`src/tbc_pkg.sv`:
```
package tbc_pkg;
  // Byte addresses of the register map, one aligned word each
  localparam logic [7:0] ADDR_CNT_LO  = 8'h00;
  localparam logic [7:0] ADDR_CNT_HI  = 8'h04;
  localparam logic [7:0] ADDR_CMPA_LO = 8'h08;
  localparam logic [7:0] ADDR_CMPA_HI = 8'h0C;
  localparam logic [7:0] ADDR_CMPB_LO = 8'h10;
  localparam logic [7:0] ADDR_CMPB_HI = 8'h14;
  localparam logic [7:0] ADDR_CAP_LO  = 8'h18;
  localparam logic [7:0] ADDR_CAP_HI  = 8'h1C;
  localparam logic [7:0] ADDR_CTRL_A  = 8'h20;
  localparam logic [7:0] ADDR_CTRL_B  = 8'h24;
  localparam logic [7:0] ADDR_FLAG    = 8'h28;
  localparam logic [7:0] ADDR_MASK    = 8'h2C;
  localparam logic [7:0] ADDR_CAPSRC  = 8'h30;

  // Control B fields
  localparam int CLKSEL_LSB = 0;
  localparam int MODE_HI_LSB = 3;
  localparam int CAP_EDGE_BIT = 6;
  localparam int NOISE_EN_BIT = 7;
  // Control A fields
  localparam int MODE_LO_LSB = 0;
  // Flag and mask bit positions
  localparam int FLG_OVF  = 0;
  localparam int FLG_CMPB = 1;
  localparam int FLG_CMPA = 2;
  localparam int FLG_CAP  = 3;

  // Clock select codes
  localparam logic [2:0] CS_STOP = 3'h0;
  localparam logic [2:0] CS_DIV1 = 3'h1;
  localparam logic [2:0] CS_DIV8 = 3'h2;
  localparam logic [2:0] CS_DIV64 = 3'h3;
  localparam logic [2:0] CS_DIV256 = 3'h4;
  localparam logic [2:0] CS_DIV1024 = 3'h5;
  localparam logic [2:0] CS_EXT_FALL = 3'h6;
  localparam logic [2:0] CS_EXT_RISE = 3'h7;

  // Count range values
  localparam logic [15:0] CNT_FLOOR = 16'h0000;
  localparam logic [15:0] CNT_MAX   = 16'hFFFF;
  localparam logic [15:0] TOP_8BIT  = 16'h00FF;
  localparam logic [15:0] TOP_9BIT  = 16'h01FF;
  localparam logic [15:0] TOP_10BIT = 16'h03FF;

  // Operating mode codes (4 bits)
  localparam logic [3:0] MD_NORMAL   = 4'h0;
  localparam logic [3:0] MD_PC8      = 4'h1;
  localparam logic [3:0] MD_PC9      = 4'h2;
  localparam logic [3:0] MD_PC10     = 4'h3;
  localparam logic [3:0] MD_CTC_A    = 4'h4;
  localparam logic [3:0] MD_FP8      = 4'h5;
  localparam logic [3:0] MD_FP9      = 4'h6;
  localparam logic [3:0] MD_FP10     = 4'h7;
  localparam logic [3:0] MD_PFC_CAP  = 4'h8;
  localparam logic [3:0] MD_PFC_A    = 4'h9;
  localparam logic [3:0] MD_PC_CAP   = 4'hA;
  localparam logic [3:0] MD_PC_A     = 4'hB;
  localparam logic [3:0] MD_CTC_CAP  = 4'hC;
  localparam logic [3:0] MD_FP_CAP   = 4'hE;
  localparam logic [3:0] MD_FP_A     = 4'hF;

  // Prescaler width and noise filter length
  localparam int PRESC_W = 10;
  localparam logic [1:0] NOISE_LEN = 2'h3;

  // AHB-Lite transfer codes
  localparam logic [1:0] HTRANS_NONSEQ = 2'h2;
endpackage

```
`src/tbc_core.sv`:
```
// Notes on behaviour
// - One 8-bit holding register shared by all wide registers.
// - Counter, compares and capture are 16 bits, reached as two bytes.
// - Low-byte write loads held high byte and new low byte together.
// - Low-byte read copies that register's high byte into holding register.
// - Compare value reads bypass the holding register, leaving it unchanged.
// - Counter clocked by prescaler taps or external pin, edge selectable.
// - With no clock source selected the counter does not advance.
// - Buffered compare values compared continuously; results drive wave outputs.
// - Compare match sets the channel's match flag.
// - Selected capture edge copies counter into capture value.
// - Capture path has a digital noise filter.
// - Count floor recognised at 0x0000.
// - Absolute maximum recognised at 0xFFFF.
// - Ceiling is 0x00FF, 0x01FF, 0x03FF, compare A or capture by mode.
// - Compare A as PWM ceiling: no channel A PWM, stays double buffered.
// - Capture-defined ceiling leaves compare A free for PWM.
// - Interrupt requests in a shared flag register, each maskable.
// - Two control registers are plain 8-bit, any access order.
// - A CPU counter write beats any clear or count that cycle.
//
// Chosen here: the register offsets and the AHB-Lite slave port.
module tbc_core
  import tbc_pkg::*;
(
  input  wire logic        hclk,
  input  wire logic        hresetn,
  input  wire logic        hsel,
  input  wire logic [31:0] haddr,
  input  wire logic [1:0]  htrans,
  input  wire logic        hwrite,
  input  wire logic [2:0]  hsize,
  input  wire logic [31:0] hwdata,
  input  wire logic        hready,
  output logic             hreadyout,
  output logic             hresp,
  output logic [31:0]      hrdata,
  input  wire logic        external_count_pin,
  input  wire logic        capture_input_pin,
  input  wire logic        comparator_out,
  output logic             wave_out_a,
  output logic             wave_out_b,
  output logic [3:0]       irq_req
);
  import tbc_pkg::*;

  logic [7:0]  hold_ff;
  logic [15:0] timer_count_ff, compare_value_a_ff, compare_value_b_ff, capture_value_ff;
  logic [15:0] cmpa_buf_ff, cmpb_buf_ff;
  logic [7:0]  timer_control_a_ff, timer_control_b_ff;
  logic [3:0]  timer_flag_register_ff, timer_mask_register_ff;
  logic        cap_src_ff;
  logic        dir_down_ff;
  logic [PRESC_W-1:0] presc_ff;
  logic [1:0]  ext_sync_ff, cap_sync_ff, cmp_sync_ff;
  logic        ext_prev_ff, cap_filt_ff;
  logic [1:0]  noise_cnt_ff;
  logic        wr_pend_ff;
  logic [7:0]  wr_addr_ff;
  logic        wave_a_ff, wave_b_ff;
  logic [31:0] hrdata_ff;
  logic [3:0]  irq_ff;

  logic [3:0]  mode;
  logic [2:0]  clk_sel;
  logic        tick, ext_edge, cap_raw, cap_event;
  logic [15:0] top_val;
  logic        at_floor, at_max, at_top, dual_slope, top_from_a, top_from_cap, pwm_mode;
  logic        rd_req, wr_low_cnt, wr_low_cap, wr_low_a, wr_low_b;
  logic        match_a, match_b;
  logic [7:0]  wb;
  logic [7:0]  ra;

  assign mode    = {timer_control_b_ff[MODE_HI_LSB+1:MODE_HI_LSB], timer_control_a_ff[MODE_LO_LSB+1:MODE_LO_LSB]};
  assign clk_sel = timer_control_b_ff[CLKSEL_LSB+2:CLKSEL_LSB];
  assign wb      = hwdata[7:0];
  assign ra      = haddr[7:0];
  assign rd_req  = hsel && hready && htrans == HTRANS_NONSEQ && !hwrite;

  // Write data arrives one cycle after the address phase
  always_ff @(posedge hclk or negedge hresetn) begin
    if (!hresetn) begin
      wr_pend_ff <= 1'b0;
      wr_addr_ff <= 8'h00;
    end else if (hready) begin
      wr_pend_ff <= hsel && htrans == HTRANS_NONSEQ && hwrite;
      wr_addr_ff <= ra;
    end
  end

  assign wr_low_cnt = wr_pend_ff && wr_addr_ff == ADDR_CNT_LO;
  assign wr_low_cap = wr_pend_ff && wr_addr_ff == ADDR_CAP_LO;
  assign wr_low_a   = wr_pend_ff && wr_addr_ff == ADDR_CMPA_LO;
  assign wr_low_b   = wr_pend_ff && wr_addr_ff == ADDR_CMPB_LO;

  // Zero-wait slave, always OKAY
  always_ff @(posedge hclk or negedge hresetn) begin
    if (!hresetn) begin
      hreadyout <= 1'b1;
      hresp     <= 1'b0;
    end else begin
      hreadyout <= 1'b1;
      hresp     <= 1'b0;
    end
  end

  // Shared holding register: high-byte writes and low-byte reads
  always_ff @(posedge hclk or negedge hresetn) begin
    if (!hresetn) begin
      hold_ff <= 8'h00;
    end else if (wr_pend_ff && (wr_addr_ff == ADDR_CNT_HI || wr_addr_ff == ADDR_CMPA_HI ||
                                wr_addr_ff == ADDR_CMPB_HI || wr_addr_ff == ADDR_CAP_HI)) begin
      hold_ff <= wb;
    end else if (rd_req && ra == ADDR_CNT_LO) begin
      hold_ff <= timer_count_ff[15:8];
    end else if (rd_req && ra == ADDR_CAP_LO) begin
      hold_ff <= capture_value_ff[15:8];
    end
  end

  // Read data; compare reads return bytes directly
  always_ff @(posedge hclk or negedge hresetn) begin
    if (!hresetn) begin
      hrdata_ff <= 32'h0000_0000;
    end else if (rd_req) begin
      case (ra)
        ADDR_CNT_LO:  hrdata_ff <= {24'h000000, timer_count_ff[7:0]};
        ADDR_CNT_HI:  hrdata_ff <= {24'h000000, hold_ff};
        ADDR_CMPA_LO: hrdata_ff <= {24'h000000, cmpa_buf_ff[7:0]};
        ADDR_CMPA_HI: hrdata_ff <= {24'h000000, cmpa_buf_ff[15:8]};
        ADDR_CMPB_LO: hrdata_ff <= {24'h000000, cmpb_buf_ff[7:0]};
        ADDR_CMPB_HI: hrdata_ff <= {24'h000000, cmpb_buf_ff[15:8]};
        ADDR_CAP_LO:  hrdata_ff <= {24'h000000, capture_value_ff[7:0]};
        ADDR_CAP_HI:  hrdata_ff <= {24'h000000, hold_ff};
        ADDR_CTRL_A:  hrdata_ff <= {24'h000000, timer_control_a_ff};
        ADDR_CTRL_B:  hrdata_ff <= {24'h000000, timer_control_b_ff};
        ADDR_FLAG:    hrdata_ff <= {28'h0000000, timer_flag_register_ff};
        ADDR_MASK:    hrdata_ff <= {28'h0000000, timer_mask_register_ff};
        ADDR_CAPSRC:  hrdata_ff <= {31'h00000000, cap_src_ff};
        default:      hrdata_ff <= 32'h0000_0000;
      endcase
    end
  end
  assign hrdata = hrdata_ff;

  // Plain byte control registers, no holding register involved
  always_ff @(posedge hclk or negedge hresetn) begin
    if (!hresetn) begin
      timer_control_a_ff <= 8'h00;
      timer_control_b_ff <= 8'h00;
      timer_mask_register_ff <= 4'h0;
      cap_src_ff <= 1'b0;
    end else if (wr_pend_ff) begin
      if (wr_addr_ff == ADDR_CTRL_A) timer_control_a_ff <= wb;
      if (wr_addr_ff == ADDR_CTRL_B) timer_control_b_ff <= wb;
      if (wr_addr_ff == ADDR_MASK) timer_mask_register_ff <= wb[3:0];
      if (wr_addr_ff == ADDR_CAPSRC) cap_src_ff <= wb[0];
    end
  end

  // Free-running prescaler
  always_ff @(posedge hclk or negedge hresetn) begin
    if (!hresetn) presc_ff <= '0;
    else presc_ff <= presc_ff + 1'b1;
  end

  // Pin synchronisers; first stage feeds only the second
  always_ff @(posedge hclk or negedge hresetn) begin
    if (!hresetn) begin
      ext_sync_ff <= 2'b00;
      cap_sync_ff <= 2'b00;
      cmp_sync_ff <= 2'b00;
      ext_prev_ff <= 1'b0;
    end else begin
      ext_sync_ff <= {ext_sync_ff[0], external_count_pin};
      cap_sync_ff <= {cap_sync_ff[0], capture_input_pin};
      cmp_sync_ff <= {cmp_sync_ff[0], comparator_out};
      ext_prev_ff <= ext_sync_ff[1];
    end
  end
  assign ext_edge = ext_sync_ff[1] ^ ext_prev_ff;

  // Tick selection by source and edge
  always_comb begin
    case (clk_sel)
      CS_STOP:     tick = 1'b0;
      CS_DIV1:     tick = 1'b1;
      CS_DIV8:     tick = presc_ff[2:0] == 3'h7;
      CS_DIV64:    tick = presc_ff[5:0] == 6'h3F;
      CS_DIV256:   tick = presc_ff[7:0] == 8'hFF;
      CS_DIV1024:  tick = presc_ff == 10'h3FF;
      CS_EXT_FALL: tick = ext_edge && !ext_sync_ff[1];
      CS_EXT_RISE: tick = ext_edge && ext_sync_ff[1];
      default:     tick = 1'b0;
    endcase
  end

  // Ceiling by mode
  assign top_from_a   = mode == MD_CTC_A || mode == MD_PFC_A || mode == MD_PC_A || mode == MD_FP_A;
  assign top_from_cap = mode == MD_CTC_CAP || mode == MD_PFC_CAP || mode == MD_PC_CAP || mode == MD_FP_CAP;
  always_comb begin
    case (mode)
      MD_PC8, MD_FP8:   top_val = TOP_8BIT;
      MD_PC9, MD_FP9:   top_val = TOP_9BIT;
      MD_PC10, MD_FP10: top_val = TOP_10BIT;
      default:          top_val = top_from_a ? compare_value_a_ff :
                                  (top_from_cap ? capture_value_ff : CNT_MAX);
    endcase
  end
  assign dual_slope = mode inside {MD_PC8, MD_PC9, MD_PC10, MD_PFC_CAP, MD_PFC_A, MD_PC_CAP, MD_PC_A};
  assign pwm_mode   = mode != MD_NORMAL && mode != MD_CTC_A && mode != MD_CTC_CAP;
  assign at_floor   = timer_count_ff == CNT_FLOOR;
  assign at_max     = timer_count_ff == CNT_MAX;
  assign at_top     = timer_count_ff == top_val;

  // Counter; CPU write has priority
  always_ff @(posedge hclk or negedge hresetn) begin
    if (!hresetn) begin
      timer_count_ff <= 16'h0000;
      dir_down_ff    <= 1'b0;
    end else if (wr_low_cnt) begin
      timer_count_ff <= {hold_ff, wb};
    end else if (tick) begin
      if (dual_slope) begin
        if (!dir_down_ff && at_top) begin
          dir_down_ff    <= 1'b1;
          timer_count_ff <= timer_count_ff - 16'h0001;
        end else if (dir_down_ff && at_floor) begin
          dir_down_ff    <= 1'b0;
          timer_count_ff <= timer_count_ff + 16'h0001;
        end else begin
          timer_count_ff <= dir_down_ff ? timer_count_ff - 16'h0001 : timer_count_ff + 16'h0001;
        end
      end else if (mode != MD_NORMAL && at_top) begin
        timer_count_ff <= CNT_FLOOR;
      end else begin
        timer_count_ff <= timer_count_ff + 16'h0001;
      end
    end
  end

  // Compare buffers; active values load at ceiling in PWM, at once otherwise
  always_ff @(posedge hclk or negedge hresetn) begin
    if (!hresetn) begin
      cmpa_buf_ff <= 16'h0000;
      cmpb_buf_ff <= 16'h0000;
      compare_value_a_ff <= 16'h0000;
      compare_value_b_ff <= 16'h0000;
    end else begin
      if (wr_low_a) cmpa_buf_ff <= {hold_ff, wb};
      if (wr_low_b) cmpb_buf_ff <= {hold_ff, wb};
      if (!pwm_mode || (tick && (dual_slope ? at_top : at_top))) begin
        compare_value_a_ff <= cmpa_buf_ff;
        compare_value_b_ff <= cmpb_buf_ff;
      end
    end
  end

  assign match_a = timer_count_ff == compare_value_a_ff;
  assign match_b = timer_count_ff == compare_value_b_ff;

  // Noise filter: input must hold steady for NOISE_LEN+1 samples
  assign cap_raw = cap_src_ff ? cmp_sync_ff[1] : cap_sync_ff[1];
  always_ff @(posedge hclk or negedge hresetn) begin
    if (!hresetn) begin
      cap_filt_ff  <= 1'b0;
      noise_cnt_ff <= 2'h0;
    end else if (!timer_control_b_ff[NOISE_EN_BIT] || cap_raw == cap_filt_ff) begin
      noise_cnt_ff <= 2'h0;
      if (!timer_control_b_ff[NOISE_EN_BIT]) cap_filt_ff <= cap_raw;
    end else if (noise_cnt_ff == NOISE_LEN) begin
      cap_filt_ff  <= cap_raw;
      noise_cnt_ff <= 2'h0;
    end else begin
      noise_cnt_ff <= noise_cnt_ff + 2'h1;
    end
  end
  // Event only when the filtered level moves toward the selected edge
  assign cap_event = (timer_control_b_ff[NOISE_EN_BIT] ? (noise_cnt_ff == NOISE_LEN && cap_raw != cap_filt_ff)
                                                       : (cap_raw != cap_filt_ff))
                     && cap_raw == timer_control_b_ff[CAP_EDGE_BIT];

  // Capture register; writable only where it sets the ceiling
  always_ff @(posedge hclk or negedge hresetn) begin
    if (!hresetn) begin
      capture_value_ff <= 16'h0000;
    end else if (top_from_cap && wr_low_cap) begin
      capture_value_ff <= {hold_ff, wb};
    end else if (!top_from_cap && cap_event) begin
      capture_value_ff <= timer_count_ff;
    end
  end

  // Flags: set wins over write-one-to-clear
  always_ff @(posedge hclk or negedge hresetn) begin
    if (!hresetn) begin
      timer_flag_register_ff <= 4'h0;
    end else begin
      for (int i = 0; i < 4; i++) begin
        logic set_i;
        set_i = (i == FLG_CMPA && tick && match_a) || (i == FLG_CMPB && tick && match_b) ||
                (i == FLG_CAP && !top_from_cap && cap_event) ||
                (i == FLG_OVF && tick && (mode == MD_NORMAL ? at_max : (dual_slope ? at_floor : at_top)));
        if (set_i) timer_flag_register_ff[i] <= 1'b1;
        else if (wr_pend_ff && wr_addr_ff == ADDR_FLAG && wb[i]) timer_flag_register_ff[i] <= 1'b0;
      end
    end
  end

  // Masked requests and wave outputs
  always_ff @(posedge hclk or negedge hresetn) begin
    if (!hresetn) begin
      irq_ff    <= 4'h0;
      wave_a_ff <= 1'b0;
      wave_b_ff <= 1'b0;
    end else begin
      irq_ff <= timer_flag_register_ff & timer_mask_register_ff;
      // Compare A is free for PWM unless it sets the ceiling
      wave_a_ff <= (pwm_mode && top_from_a) ? 1'b0 : match_a;
      wave_b_ff <= match_b;
    end
  end
  assign wave_out_a = wave_a_ff;
  assign wave_out_b = wave_b_ff;
  assign irq_req    = irq_ff;
endmodule

```
`config.mk`:
```
export PLATFORM = sky130hd
export DESIGN_NAME = tbc_core
export DESIGN_NICKNAME = d
export VERILOG_FILES = /design/src/tbc_pkg.sv /design/src/tbc_core.sv
export SDC_FILE = /design/constraint.sdc
export NUM_CORES = 1
export LEC_CHECK = 0
export ABC_AREA = 1
export BUFFER_PORTS_ARGS = -buffer_cell sky130_fd_sc_hd__buf_2
export CORE_UTILIZATION = 40
export DETAILED_ROUTE_END_ITERATION = 16
export GPL_ROUTABILITY_DRIVEN = 0
export HOLD_SLACK_MARGIN = 0.06
export PLACE_DENSITY_LB_ADDON = 0.3
export SETUP_SLACK_MARGIN = 0.5
export SYNTH_ARGS = -nofsm -noshare
export SYNTH_HDL_FRONTEND = slang
export SYNTH_SLANG_ARGS = --single-unit
export TNS_END_PERCENT = 30
```
`constraint.sdc`:
```
create_clock -name hclk -period 6.2 [get_ports hclk]
set_input_delay 1.86 -clock hclk [delete_from_list [all_inputs] [get_ports hclk]]
set_output_delay 1.86 -clock hclk [all_outputs]
set_load 0.005 [all_outputs]
```
==> impl_metrics.csv, run 1 <==
group,metric,value,unit
floorplan,die_h,161.1,um
sta,finalCriticalPeriod,4.094,ns
clock_tree,clk_pin_slew,0.08,ns
floorplan,start_util,0.4116,
sta,setup_viol,0,
yosys,synth_edf_count,0,
global_route,track_usage,0.2473,
placement,numPortBuffers,39,
sta,final_hold_viol_count,0,
routing,dr.pass1.iters,6,
finish,mostFrequentLayoutCells,"nand2_1, dfrtp_1, inv_1",
placement,dp_hpwl,22660,um
sta,maxSlewHeadroom,0.2132,
setup_path,critPathLaunchType,"register",
yosys,ys_types,43,
power_and_ir_drop,p_total,3.967,mW
floorplan,dieArea,0.02596,sq mm
sta,totalNegativeSetupSlack,0,ns
finish,nFillCells,2465,
clock_tree,cts_resized,0,
finish,num-nets-final,1465,
clock_tree,insertion_delay,0.45,ns
yosys,ys_seq_area_frac,0.4275,
power_and_ir_drop,ir_drop,0.2218,mV
floorplan,core_area,0.02460,sq mm
setup_path,critPathMaxFanout,33,
status,status,"finished clean",
clock_tree,clock-sinks,173,
setup_path,startpoint,"timer_control_a_ff[0]",
finish,area_growth,9.822,%
yosys,postSynthCellCount,1370,
placement,place_area,0.01050,sq mm
setup_path,required,6.57,ns
yosys,async_reset_ff_frac,1.000,
clock_tree,clock_path_buffers,2,
sta,final_max_slew_viol_count,0,
yosys,avgSynthCellArea,7.392,sq um
global_route,antenna_found_initial,0,
hold_path,holdCritPathClass,"reg -> reg",
routing,remaining_drc_errors,0,
routing,vias_per_cell,5.482,
setup_path,end_kind,"register",
finish,antenna_cells,0,
job,cap_violations,0,
floorplan,ios,117,
global_route,grt_pass1_wl,49000,um
clock_tree,root_buffer,"clkbuf_16",
sta,period_share,0.6604,
setup_path,worstPathArrival,4.46,ns
routing,drt_wl_total,31290,um
clock_tree,tritoncts.num_buffers,17,
power_and_ir_drop,power_density,356.7,mW/mm^2
routing,wl_per_cell,18.19,um
clock_tree,post_cts_buffers,0,
yosys,syn_area,0.01013,sq mm
finish,final_common_cell,"nand2_1",
routing,drtIter0Drc,990,
setup_path,r2r_start,"timer_control_a_ff[0]",
floorplan,fp.dieW,161.1,um
yosys,yosys_most_used_dff,"dfrtp_1",
yosys,synth-seq-cells,173,
setup_path,path_class,"reg -> reg",
finish,ff_latch_area,0.004329,sq mm
hold_path,min-delay-start,"ext_sync_ff[0]",
global_route,gr-total-overflow,0,
finish,multi_input_area,0.004888,sq mm
routing,via_count,9429,
power_and_ir_drop,leakage,5.668,nW
yosys,ys_warn_count,0,
clock_tree,cts_tree,"built",
global_route,grt_max_degree,116,
sta,worstMarginPinSlew,1.179,ns
clock_tree,htree_levels,4,
sta,fmax,244.3,MHz
global_route,grt_pass1_vias,8795,
sta,rsz0062_at_grt,"false",
finish,fin_area,0.01112,sq mm
finish,drive_gt1_frac,0.07665,
floorplan,rows,57,
sta,finClkSkew,0.01291,ns
routing,ant_nets,0,
clock_tree,cts_hold_buf,0,
## kinds of logic after synthesis
kind of cell / share of synthesized area
fa+ha+maj: 0.006177
xor+xnor: 0.04670
mux: 0.01334
buf+inv: 0.09933
flops: 0.4275
compound gates: 0.1434
other cells: 0.0007416
simple gates: 0.2628
## power breakdown
part,leakage (nW),total (mW),switching (mW),internal (mW)
combinational,3.30,1.33,0.872,0.455
clock,0.298,1.12,0.536,0.584
sequential,2.07,1.52,0.225,1.29
total,5.67,3.97,1.63,2.33
## worst paths after layout
kind / endpoint / slack (ns) / depth (start not counted)
max: compare_value_a_ff[11] / 2.11 / 13
min: ext_sync_ff[1] / 0.35 / 0
max reg2reg: compare_value_a_ff[11] / 2.11 / 13
min reg2reg: ext_sync_ff[1] / 0.35 / 0
max in group asynchronous: capture_value_ff[12] / 3.58 / 2
min in group asynchronous: hrdata[0] / 1.53 / 1
## worst max-delay path, cell delays in order, from the launching register on
cell and delay, ns:
dfrtp_1 0.49, nor2_1 0.17, nor2_1 0.57, nand2_1 0.21, nand4_1 0.14, nand2_1 0.06, nor2_1 0.19, nand2_1 0.12
nor2_4 0.41, nand2_1 0.20, o21ai_4 0.72, buf_4 0.45, nand2_1 0.17, o21ai_1 0.11
## stage by stage
step	hold WS [ns]	worst slack [ns]	util	std cells
2_1_floorplan	0.3312	2.762	-	1394
3_3_place_gp	0.3318	2.113	0.4267	1688
3_5_place_dp	0.3371	2.005	0.4267	1688
4_1_cts	0.3558	2.193	0.4520	1720
5_1_grt	0.3582	1.821	0.4520	1720
6_report	0.3535	2.106	0.4520	1720
## layer usage
layer / part of all wire / global-route usage / up-vias
met1: 0.44 / 0.3426 / 4459
met4: 0.047 / 0.1166 / 0
met2: 0.44 / 0.3781 / 415
met3: 0.073 / 0.03980 / 92
li1: - / - / 4463
met5: 0 / 0 / -
## cell type report
| cell class | instances | share of cell area |
|---|---|---|
| Multi-Input combinational cell | 983 | 0.4395 |
| Sequential cell | 173 | 0.3892 |
| Inverter | 158 | 0.05332 |
| Clock buffer | 17 | 0.03825 |
| Tap cell | 324 | 0.03645 |
| Timing Repair Buffer | 50 | 0.02554 |
| Clock inverter | 15 | 0.01766 |
## registers in the layout (all words and copies together), names as in the netlist, 8 cells and up
name / count
capture_value_ff: 16
cmpa_buf_ff: 16
cmpb_buf_ff: 16
compare_value_a_ff: 16
compare_value_b_ff: 16
hold_ff: 8
hrdata: 8
presc_ff: 10
timer_control_a_ff: 8
timer_control_b_ff: 8
timer_count_ff: 16
wr_addr_ff: 8
## synthesized netlist by cell type, types with 4 or more instances
cell	instances	area [sq um]
o211ai_1	19	142.6
o22ai_1	19	118.9
buf_4	27	202.7
ha_1	5	62.56
o21ai_0	102	510.5
nor2_1	106	397.9
nand2_1	393	1475
o21ai_1	13	65.06
nor3_1	18	90.09
nand4_1	35	219.0
a21oi_1	55	275.3
clkbuf_1	42	157.7
nand3_1	64	320.3
xor2_1	33	289.0
a221oi_1	13	113.9
o221ai_1	5	43.79
dfrtp_1	173	4329
nor4_1	10	62.56
buf_2	9	45.04
a31oi_1	4	25.02
inv_1	150	563.0
mux2_2	12	135.1
xnor2_1	21	183.9
clkinv_1	6	22.52
a211oi_1	8	60.06
No activity file was read; power rests on OpenSTA's default activity.
==> run 2, diff against run 1 <==
clock period = 3.4 ns   (was 6.2 ns; I/O delays follow)
==> run 2 against run 1 <==
Cell area grew 4.4%; largest cell class unchanged; largest power group unchanged; via count grew 3.4%; non-clock buffer count grew 44.
==> impl_metrics.csv, run 2 (same netlist as run 1, synthesis figures left out) <==
group,metric,value,unit
sta,final_hold_viol_count,0,
routing,dr.pass1.iters,6,
global_route,grt_pass1_wl,49650,um
clock_tree,cts_tree,"built",
floorplan,ios,117,
global_route,grt_max_degree,70,
clock_tree,root_buffer,"clkbuf_16",
floorplan,rows,57,
sta,rsz0062_at_grt,"true",
finish,final_common_cell,"nand2_1",
routing,drt_wl_total,32740,um
hold_path,holdCritPathClass,"reg -> reg",
finish,drive_gt1_frac,0.1152,
clock_tree,clk_pin_slew,0.07,ns
setup_path,r2r_slack,0.60,ns
routing,via_count,9748,
sta,maxSlewHeadroom,0.2871,
routing,ant_nets,0,
global_route,track_usage,0.2493,
setup_path,path_class,"reg -> reg",
clock_tree,cts_hold_buf,0,
setup_path,cp_top_family,"simple AND/OR/NAND/NOR gates",
routing,remaining_drc_errors,0,
finish,mostFrequentLayoutCells,"nand2_1, dfrtp_1, inv_1",
hold_path,whs_endpoint,"ext_sync_ff[1]",
setup_path,required,3.72,ns
floorplan,dieArea,0.02596,sq mm
sta,finalCriticalPeriod,2.804,ns
job,cap_violations,0,
sta,worstMarginPinSlew,1.067,ns
sta,final_max_slew_viol_count,0,
power_and_ir_drop,ir_drop,0.3804,mV
clock_tree,insertion_delay,0.44,ns
setup_path,crit_chain,"inv_4 > nor2_1 > nand2_2 > nand2_1 > nor2_4 > buf_12 > nand3_1 > nand3_1 > nand2_1 > nor2_1 > nand2_1 > nor2_4 > nand2_1 > o21ai_4 > buf_12 > buf_6 > a21oi_1",
setup_path,r2r_end,"compare_value_a_ff[3]",
hold_path,min-delay-start,"ext_sync_ff[0]",
floorplan,core_area,0.02460,sq mm
finish,antenna_cells,0,
setup_path,critPathMaxFanout,16,
finish,num-nets-final,1510,
clock_tree,clock-sinks,173,
setup_path,crit_top_cell,"nand2_1",
floorplan,fp.dieW,161.1,um
clock_tree,tritoncts.num_buffers,17,
finish,area_growth,14.64,%
power_and_ir_drop,leakage,5.903,nW
sta,finClkSkew,0.01103,ns
setup_path,worst_path_max_delay_cell,"dfrtp_2",
routing,drtIter0Drc,1199,
setup_path,worstPathArrival,3.12,ns
setup_path,critPathLaunchType,"register",
routing,vias_per_cell,5.523,
power_and_ir_drop,power_density,637.8,mW/mm^2
setup_path,end_kind,"register",
routing,wl_per_cell,18.55,um
floorplan,start_util,0.4116,
clock_tree,clock_path_buffers,2,
sta,totalNegativeSetupSlack,0,ns
setup_path,r2r_start,"timer_control_b_ff[4]",
finish,final_util,0.4719,
clock_tree,htree_levels,4,
global_route,antenna_found_initial,0,
setup_path,max_stage_delay,0.47,ns
hold_path,min_path_cells,0,
status,status,"finished clean",
setup_path,reg2reg_depth,17,
global_route,gr-total-overflow,0,
sta,setup_viol,0,
placement,numPortBuffers,39,
sta,period_share,0.8246,
sta,fmax,356.7,MHz
global_route,grt_pass1_vias,8690,
placement,dp_hpwl,22870,um
setup_path,critical_path_buf_inv_count,4,
floorplan,die_h,161.1,um
-- run 2: changes by cell type in the layout (fill, tap and decap cells not counted), sizes merged --
cell	change
buf	+42
bufinv	-1
clkbuf	+4
clkinv	-4
clkinvlp	+3
nand4	+1
-- run 2: worst max path at each step --
stage | startpoint | end | slack (ns) | depth (start not counted)
after floorplan | haddr[7] | hold_ff[4] | 0.80 | 12
after global placement | haddr[7] | hold_ff[4] | 0.38 | 9
after detailed placement | haddr[7] | hold_ff[7] | 0.30 | 10
after CTS | timer_control_a_ff[0] | timer_count_ff[14] | 0.54 | 18
after global routing | timer_control_b_ff[4] | compare_value_a_ff[15] | 0.42 | 19
final | timer_control_b_ff[4] | compare_value_a_ff[3] | 0.60 | 17
-- run 2: power by group --
part | switching, mW | internal, mW | leakage [nW] | total, mW
combinational | 1.71 | 0.980 | 3.55 | 2.69
sequential | 0.377 | 2.36 | 2.07 | 2.74
clock | 0.954 | 1.02 | 0.280 | 1.97
total | 3.05 | 4.36 | 5.90 | 7.41
-- run 2: per-layer routing --
| metal | share of wire | vias to the layer above | wire (um) | GRT usage |
|---|---|---|---|---|
| li1 | - | 4557 | - | - |
| met1 | 0.44 | 4621 | 14370 | 0.3605 |
| met2 | 0.44 | 500 | 14550 | 0.3828 |
| met3 | 0.084 | 70 | 2748 | 0.02748 |
| met4 | 0.033 | 0 | 1066 | 0.09520 |
| met5 | 0 | - | 0 | 0 |
-- run 2: through the flow --
stage | total power, mW | worst slack, ns | hold WS, ns | instances | cell area (sq um)
after global placement | 5.282 | 0.3824 | 0.3314 | 1716 | 10750
final | 7.405 | 0.5964 | 0.3475 | 1765 | 11610
after detailed placement | 5.315 | 0.3042 | 0.3347 | 1716 | 10750
after floorplan | 4.457 | 0.8019 | 0.3312 | 1394 | 10220
after CTS | 7.290 | 0.5362 | 0.3466 | 1750 | 11370
after global routing | 7.848 | 0.4184 | 0.3526 | 1765 | 11610
-- run 2: layout make-up --
cell class              count  area, sq um
fillers                  2449        13000
multi-input cells         984         4962
flip-flops and latches    173         4334
repair buffers             94        715.7
inverters                 158        595.6
clock buffers              19        452.9
well taps                 324        405.4
clock inverters            13        143.9
-- run 2: what timing repair did --
| action | CTS | global route |
|---|---|---|
| endpoints found under the setup margin | 15 | 50 |
| resized for setup | 3 | 17 |
| gates cloned | 0 | 4 |
| setup buffers | 2 | 11 |
| pin swaps | 1 | 6 |
